**src/rtl/dlc_map.svh**
```systemverilog
/*
  Register offsets, field positions, reset values and timing counts of the
  driver limit and control register bank. Included by the core only.
*/
`ifndef DLC_MAP_SVH
`define DLC_MAP_SVH

`define DLC_STATUS_OFF 8'h02
`define DLC_LIMIT_OFF 8'h05
`define DLC_CTRL_OFF 8'h06
`define DLC_LIMIT_RST 8'h00
`define DLC_CTRL_RST 8'h00

// Limit register fields.
`define DLC_LIM_LEVEL_HI 7
`define DLC_LIM_LEVEL_LO 6
`define DLC_LIM_OFF_BIT 5
`define DLC_LIM_TAR_HI 2
`define DLC_LIM_TAR_LO 1
`define DLC_LIM_RETRY_BIT 0

// Control register fields.
`define DLC_CTL_REG_OFF 7
`define DLC_CTL_WAKE_OFF 6
`define DLC_CTL_AUX_OFF 5
`define DLC_CTL_AUX_FILT 4
`define DLC_CTL_RX_OFF 3
`define DLC_CTL_RX_FILT 2
`define DLC_CTL_AUX_Q 1
`define DLC_CTL_COMM_Q 0

// Timing: clock period, glitch filter, millisecond tick and off-times.
`define DLC_CLK_NS 50
`define DLC_FILT_NS 1000
`define DLC_TICK_NS 1000000
`define DLC_OFF_MS_0 10'd50
`define DLC_OFF_MS_1 10'd100
`define DLC_OFF_MS_2 10'd200
`define DLC_OFF_MS_3 10'd500

`endif

```
**src/rtl/dlc_pkg.sv**
```systemverilog
/*
  Types of the driver limit and control register bank.
  Uses no macros from dlc_map.svh and does not include it.
*/
package dlc_pkg;
  // One register access from the serial front end, valid for one cycle.
  typedef struct packed {
    logic wr;
    logic rd;
    logic [7:0] addr;
    logic [7:0] wdata;
  } dlc_req_t;

  // Whole state of the core.
  typedef struct packed {
    logic [7:0] ctl;
    logic [7:0] lim;
    logic [1:0] flt_s1;
    logic [1:0] flt_s2;
    logic [1:0] line_s1;
    logic [1:0] line_s2;
    logic [4:0] fcnt;
    logic cfilt;
    logic [1:0] off;
    logic [1:0][9:0] ocnt;
    logic [14:0] tick;
    logic tick_p;
    logic [7:0] rdata;
  } dlc_state_t;
endpackage

```
**src/rtl/dlc_core.sv**
```systemverilog
/*
  Driver limit and control register bank of a dual-channel line transceiver:
  current-limit setup, fault off-time with auto-retry, receiver and regulator
  controls. Channel 0 is the communication line, channel 1 the auxiliary line.
  Assumes a serial front end (SPI or I2C) that presents one-cycle register
  accesses on clk_i, and analog fault and line comparators that are asynchronous.
*/
`timescale 1ns/1ps
`include "dlc_map.svh"

module dlc_core
  import dlc_pkg::*;
#(
  parameter int TICK_CYCLES = `DLC_TICK_NS / `DLC_CLK_NS
) (
  input wire logic clk_i,
  input wire logic rst_i,
  input wire dlc_req_t req_i,
  output logic [7:0] rdata_o,
  input wire logic comm_fault_i,
  input wire logic aux_fault_i,
  input wire logic comm_line_i,
  input wire logic aux_line_i,
  output logic [1:0] limit_level_sel_o,
  output logic limit_active_o,
  output logic comm_drive_level_o,
  output logic comm_drive_en_o,
  output logic aux_drive_level_o,
  output logic aux_drive_en_o,
  output logic low_regulator_off_o,
  output logic wakeup_detect_off_o,
  output logic aux_glitch_filter_en_o,
  output logic receive_out_o,
  output logic receive_out_oe_o,
  output logic aux_logic_out_o
);

  // Filter length is rounded up, so a glitch just under 1us never passes.
  localparam int FILT_CYC = (`DLC_FILT_NS + `DLC_CLK_NS - 1) / `DLC_CLK_NS;

  dlc_state_t s_r;
  dlc_state_t s_nxt;
  logic [9:0] off_ms;
  logic sw_write;
  logic comm_level_status;
  logic aux_level_status;

  // Selected off-time in milliseconds.
  always_comb begin
    case (s_r.lim[`DLC_LIM_TAR_HI:`DLC_LIM_TAR_LO])
      2'h0: off_ms = `DLC_OFF_MS_0;
      2'h1: off_ms = `DLC_OFF_MS_1;
      2'h2: off_ms = `DLC_OFF_MS_2;
      2'h3: off_ms = `DLC_OFF_MS_3;
      default: off_ms = `DLC_OFF_MS_0;
    endcase
  end

  // Line status is forced to zero while the matching receiver is disabled.
  assign comm_level_status = s_r.cfilt & ~s_r.ctl[`DLC_CTL_RX_OFF];
  assign aux_level_status = s_r.line_s2[1] & ~s_r.ctl[`DLC_CTL_AUX_OFF];
  // Any write to either configuration register counts as software reconfiguring a driver.
  assign sw_write = req_i.wr &&
                    (req_i.addr == `DLC_LIMIT_OFF || req_i.addr == `DLC_CTRL_OFF);

  // Next-state logic for registers, synchronisers, filter and fault timers.
  always_comb begin
    s_nxt = s_r;
    // Two flip-flops on every pin input keep metastability away from the fault and filter logic.
    s_nxt.flt_s1 = {aux_fault_i, comm_fault_i};
    s_nxt.flt_s2 = s_r.flt_s1;
    s_nxt.line_s1 = {aux_line_i, comm_line_i};
    s_nxt.line_s2 = s_r.line_s1;
    // Free-running millisecond tick keeps the off-time counters narrow.
    // The tick is not aligned to the fault, so an off-time lasts N to N+1 ms.
    if (s_r.tick == 15'(TICK_CYCLES - 1)) begin
      s_nxt.tick = 15'h0000;
      s_nxt.tick_p = 1'b1;
    end else begin
      s_nxt.tick = s_r.tick + 15'h0001;
      s_nxt.tick_p = 1'b0;
    end
    if (req_i.wr && req_i.addr == `DLC_LIMIT_OFF) begin
      s_nxt.lim = req_i.wdata;
    end
    if (req_i.wr && req_i.addr == `DLC_CTRL_OFF) begin
      s_nxt.ctl = req_i.wdata;
    end
    // Receive glitch filter: a change passes only after standing FILT_CYC cycles.
    // The filter delays every real edge by FILT_CYC cycles as well.
    if (!s_r.ctl[`DLC_CTL_RX_FILT] || s_r.line_s2[0] == s_r.cfilt) begin
      s_nxt.cfilt = s_r.line_s2[0];
      s_nxt.fcnt = 5'h00;
    end else if (s_r.fcnt == 5'(FILT_CYC - 1)) begin
      s_nxt.cfilt = s_r.line_s2[0];
      s_nxt.fcnt = 5'h00;
    end else begin
      s_nxt.fcnt = s_r.fcnt + 5'h01;
    end
    // Per-driver fault handling; a fault in a write cycle still wins.
    for (int c = 0; c < 2; c++) begin
      if (s_r.flt_s2[c] && !s_r.off[c]) begin
        s_nxt.off[c] = 1'b1;
        s_nxt.ocnt[c] = off_ms;
      end else if (s_r.off[c] && s_r.lim[`DLC_LIM_RETRY_BIT]) begin
        if (s_r.tick_p) begin
          if (s_r.ocnt[c] == 10'h000) begin
            // A fault still present at release keeps the driver off for another full period.
            s_nxt.off[c] = s_r.flt_s2[c];
            s_nxt.ocnt[c] = off_ms;
          end else begin
            s_nxt.ocnt[c] = s_r.ocnt[c] - 10'h001;
          end
        end
      end else if (s_r.off[c] && sw_write && !s_r.flt_s2[c]) begin
        s_nxt.off[c] = 1'b0;
      end
    end
    // Read data is captured one cycle after the request; holes read zero.
    // A status read shows the fault and line state of the cycle in which it is taken.
    if (req_i.rd) begin
      case (req_i.addr)
        `DLC_LIMIT_OFF: s_nxt.rdata = s_r.lim;
        `DLC_CTRL_OFF: s_nxt.rdata = s_r.ctl;
        `DLC_STATUS_OFF: s_nxt.rdata = {4'h0, s_r.off, aux_level_status, comm_level_status};
        default: s_nxt.rdata = 8'h00;
      endcase
    end
  end

  // State register.
  // Reset loads constants only, so the asynchronous branch cannot glitch on data.
  always_ff @(posedge clk_i or posedge rst_i) begin
    if (rst_i) begin
      s_r <= '0;
      s_r.lim <= `DLC_LIMIT_RST;
      s_r.ctl <= `DLC_CTRL_RST;
    end else begin
      s_r <= s_nxt;
    end
  end

  // Outputs steered by the registers and the fault state.
  assign rdata_o = s_r.rdata;
  assign limit_level_sel_o = s_r.lim[`DLC_LIM_LEVEL_HI:`DLC_LIM_LEVEL_LO];
  assign limit_active_o = ~s_r.lim[`DLC_LIM_OFF_BIT];
  assign comm_drive_level_o = s_r.ctl[`DLC_CTL_COMM_Q];
  assign aux_drive_level_o = s_r.ctl[`DLC_CTL_AUX_Q];
  // A driver switched off by a fault keeps its level bit; only its enable drops.
  assign comm_drive_en_o = ~s_r.off[0];
  assign aux_drive_en_o = ~s_r.off[1];
  assign low_regulator_off_o = s_r.ctl[`DLC_CTL_REG_OFF];
  assign wakeup_detect_off_o = s_r.ctl[`DLC_CTL_WAKE_OFF];
  // Only the enable is passed on; the auxiliary filter itself sits in the analog front end.
  assign aux_glitch_filter_en_o = s_r.ctl[`DLC_CTL_AUX_FILT];
  assign receive_out_o = s_r.cfilt;
  assign receive_out_oe_o = ~s_r.ctl[`DLC_CTL_RX_OFF];
  assign aux_logic_out_o = aux_level_status;
endmodule

```
**config.mk**
```make
export PLATFORM = sky130hd
export DESIGN_NAME = dlc_core
export DESIGN_NICKNAME = d
export VERILOG_FILES = /design/src/rtl/dlc_pkg.sv /design/src/rtl/dlc_core.sv
export VERILOG_INCLUDE_DIRS = /design/src /design/src/rtl
export SDC_FILE = /design/constraint.sdc
export NUM_CORES = 1
export LEC_CHECK = 0
export ABC_AREA = 1
export BUFFER_PORTS_ARGS = -buffer_cell sky130_fd_sc_hd__buf_2
export CAP_MARGIN = 20
export CORE_UTILIZATION = 55
export DETAILED_ROUTE_END_ITERATION = 8
export GPL_TIMING_DRIVEN = 0
export PLACE_DENSITY = 0.75
export SYNTH_ARGS = -nofsm -noshare
export SYNTH_HDL_FRONTEND = slang
export SYNTH_SLANG_ARGS = --single-unit
```
**constraint.sdc**
```tcl
create_clock -name clk_i -period 6.9 [get_ports clk_i]
set_input_delay 2.07 -clock clk_i [delete_from_list [all_inputs] [get_ports clk_i]]
set_output_delay 2.07 -clock clk_i [all_outputs]
set_load 0.05 [all_outputs]
```
==> flow_metrics.py <==
metrics = {
    "status": {
        "status": "finished clean",
    },
    "timing": {
        "setup_violations": 0,
        "finalCritPeriodShare": 0.476,
        "finalHoldViolations": 0,
        "worst_hold_slack_ns": 0.351,
        "tightest_slew_ns": 0.541,
        "rsz0062_at_grt": "false",
        "max_slew_margin": 0.636,
        "max_freq_mhz": 304,
        "period_needed_ns": 3.28,
        "fin_setup_tns_ns": 0,
        "slew_violations": 0,
        "skew_ns": 0.00840,
    },
    "worst_setup_path": {
        "start_kind": "register",
        "crit_fanout": 5,
        "crit_start": "s_r[45]",
        "critPathTopFamily": "flip-flops",
        "path_buf_inv": 2,
        "worstPathRequired_ns": 4.83,
        "r2r_start": "s_r[34]",
        "endpoint_kind": "output pin",
        "setup.worst_path.class": "reg -> out",
        "critPathArrivalTime_ns": 1.21,
        "slowest_stage": "dfrtp_1",
        "rrSetupSlack_ns": 5.31,
        "max_stage_delay_ns": 0.45,
        "crit_chain": "inv_1, buf_2",
    },
    "global_routing": {
        "grt_pass1_wl_um": 14700,
        "grt_pass1_vias": 3303,
        "gr-total-overflow": 0,
        "gr-usage-all-layers": 0.246,
        "grt_max_degree": 54,
        "antenna_found_initial": 0,
    },
    "cts": {
        "clk_latency_ns": 0.35,
        "cts_setup_buffers": 0,
        "cts_buffer_depth": 2,
        "clk_pin_slew_ns": 0.08,
        "cts_buffers": 9,
        "cts_resized": 0,
        "cts.sinks": 76,
        "cts-root-buf": "clkbuf_8",
        "cts_tree": "built",
        "postCtsHoldBufs": 0,
        "h-tree-depth": 3,
    },
    "power": {
        "pwr_density_cell_nw_per_um2": 305,
        "ir_drop_uv": 137,
        "power.leakage_nw": 2.51,
    },
    "route": {
        "wl_per_cell_um": 12.6,
        "drc": 0,
        "drt_pass1_iterations": 5,
        "vias_per_cell": 5.14,
        "vias": 3544,
        "ant_nets": 0,
        "drt_iter0_markers": 208,
        "wl_um": 8700,
    },
    "place": {
        "dp_hpwl_um": 6300,
        "gp_congestion": 0.894,
        "port_buffers": 43,
    },
    "final_layout": {
        "area_growth_pct": 14.4,
        "nets": 618,
        "nFillCells": 636,
        "drive_above_1_share": 0.180,
        "insertedDiodeCount": 0,
    },
    "yosys": {
        "syn_area_per_cell_sq_um": 7.78,
        "netlist_instances": 530,
        "yosys.area.top_type": "dfrtp_1",
        "synth-edff-count": 0,
        "yosys-top-cells-count": "nand2_1 (147), inv_1 (77), dfrtp_1 (76)",
        "ys_ff_latch": 76,
        "synth_nets": 563,
        "synth.area.top_cells": "dfrtp_1 (46%), nand2_1 (13%), inv_1 (7.0%)",
        "synth_most_common_cell": "nand2_1",
        "synth_cell_types": 33,
        "ys_seq_area_frac": 0.461,
        "yosys_warnings": 0,
        "synth_area_sq_um": 4120,
        "synth_ff_type": "dfrtp_1",
        "synth_top_area_frac": 0.461,
        "async_flop_share": 1.00,
    },
    "floorplanning": {
        "num_rows": 31,
        "core_area_sq_um": 7250,
        "io-pin-count": 45,
        "die_w_um": 88.6,
        "fp.dieH_um": 88.6,
        "start_util": 0.568,
        "die_area_sq_um": 7840,
    },
    "run": {
        "drv_cap": 0,
    },
    "min_path": {
        "hold_class": "reg -> reg",
        "hp-start": "s_nxt[57]",
    },
}
-- per-layer routing --
metal | share of wire | routed length [um] | global-route usage
met3 | 0.053 | 461 | 0.0634
met4 | 0.014 | 125 | 0.0894
met1 | 0.44 | 3860 | 0.317
met2 | 0.49 | 4260 | 0.401
met5 | 0 | 0 | 0
-- cells by family (layout without fill, tap and decap cells) --
logic type / count (synthesis) / count (layout) / share of synthesized area
simple gates: 282 / 282 / 0.311
buf+inv: 94 / 154 / 0.0993
flops: 76 / 76 / 0.461
compound gates: 56 / 56 / 0.0729
xor+xnor: 13 / 13 / 0.0276
fa+ha+maj: 9 / 9 / 0.0273
-- cells in the final DEF, fill, tap and decap left out --
| cell | count |
|---|---|
| xnor2_1 | 4 |
| nor2_4 | 8 |
| nor2_1 | 49 |
| nor4_1 | 4 |
| nor2_8 | 1 |
| nand4_1 | 3 |
| inv_6 | 1 |
| nor4_2 | 1 |
| buf_2 | 44 |
| clkbuf_8 | 10 |
| o211ai_1 | 1 |
| xor2_1 | 9 |
| nand3_1 | 40 |
| dfrtp_1 | 76 |
| clkinv_2 | 2 |
| buf_16 | 1 |
| clkinvlp_4 | 1 |
| bufinv_16 | 2 |
| o21ai_0 | 36 |
| inv_2 | 2 |
| nor2_2 | 7 |
| o22ai_1 | 4 |
| buf_6 | 1 |
| a21oi_1 | 4 |
| inv_4 | 2 |
| ha_1 | 9 |
| nand3_2 | 2 |
| o31ai_1 | 1 |
| or2_1 | 1 |
| nand2_1 | 147 |
| nor3_1 | 10 |
| nand2_2 | 6 |
| o21ai_2 | 2 |
| inv_1 | 76 |
| buf_4 | 12 |
| o21a_1 | 1 |
| nand2_4 | 1 |
| or2_0 | 2 |
| o21ai_1 | 7 |
-- per-stage QoR --
stage          setup WS [ns]  instance area [sq um]  total power (W)  cells   util
4_1_cts                 3.61                   4710          0.00145    689  0.650
3_5_place_dp            3.55                   4490          0.00106    673  0.619
5_1_grt                 3.55                   4710          0.00154    689  0.650
3_3_place_gp            1.95                   4460          0.00104    672  0.615
2_1_floorplan           2.89                   4120         0.000960    530      -
6_report                3.62                   4710          0.00144    689  0.650
-- cell type report --
cell class | count | area [sq um] | area share
multi-input cells | 360 | 1810 | 0.384
plain buffers | 14 | 106 | 0.0226
repair buffers | 44 | 243 | 0.0515
clock buffers | 10 | 138 | 0.0292
well taps | 99 | 124 | 0.0263
flip-flops and latches | 76 | 1900 | 0.403
inverters | 80 | 305 | 0.0648
clock inverters | 6 | 86.3 | 0.0183
-- flip-flops by register name, indices dropped and copies added (netlist names) --
signal / cells
s_r: 56
rdata_o: 8
s_nxt: 4
limit_level_sel_o: 2
aux_drive_level_o: 1
aux_glitch_filter_en_o: 1
comm_drive_level_o: 1
low_regulator_off_o: 1
receive_out_o: 1
wakeup_detect_off_o: 1
-- worst reg2reg max path: stages, from the launching register on --
cell	delay, ns
dfrtp_1	0.38
inv_1	0.09
ha_1	0.20
nand2_2	0.10
nor2_4	0.16
nand2_2	0.08
nand2_2	0.11
nand2_2	0.09
nor3_1	0.19
nor2_1	0.07
-- power breakdown --
part           switching (W)  leakage (nW)  internal (W)
registers          0.0000740         0.926      0.000518
clock network       0.000171         0.113      0.000214
logic               0.000300          1.47      0.000161
total               0.000544          2.51      0.000893
-- worst paths after layout --
path	depth (start not counted)	end
worst min-delay path	0	s_r[57]
min in group asynchronous	2	s_r[16]
worst min register to register	0	s_r[57]
worst max-delay path	2	aux_drive_en_o
worst max register to register	9	s_r[41]
max in group asynchronous	3	s_r[27]
(Power assumes the default switching activity.)
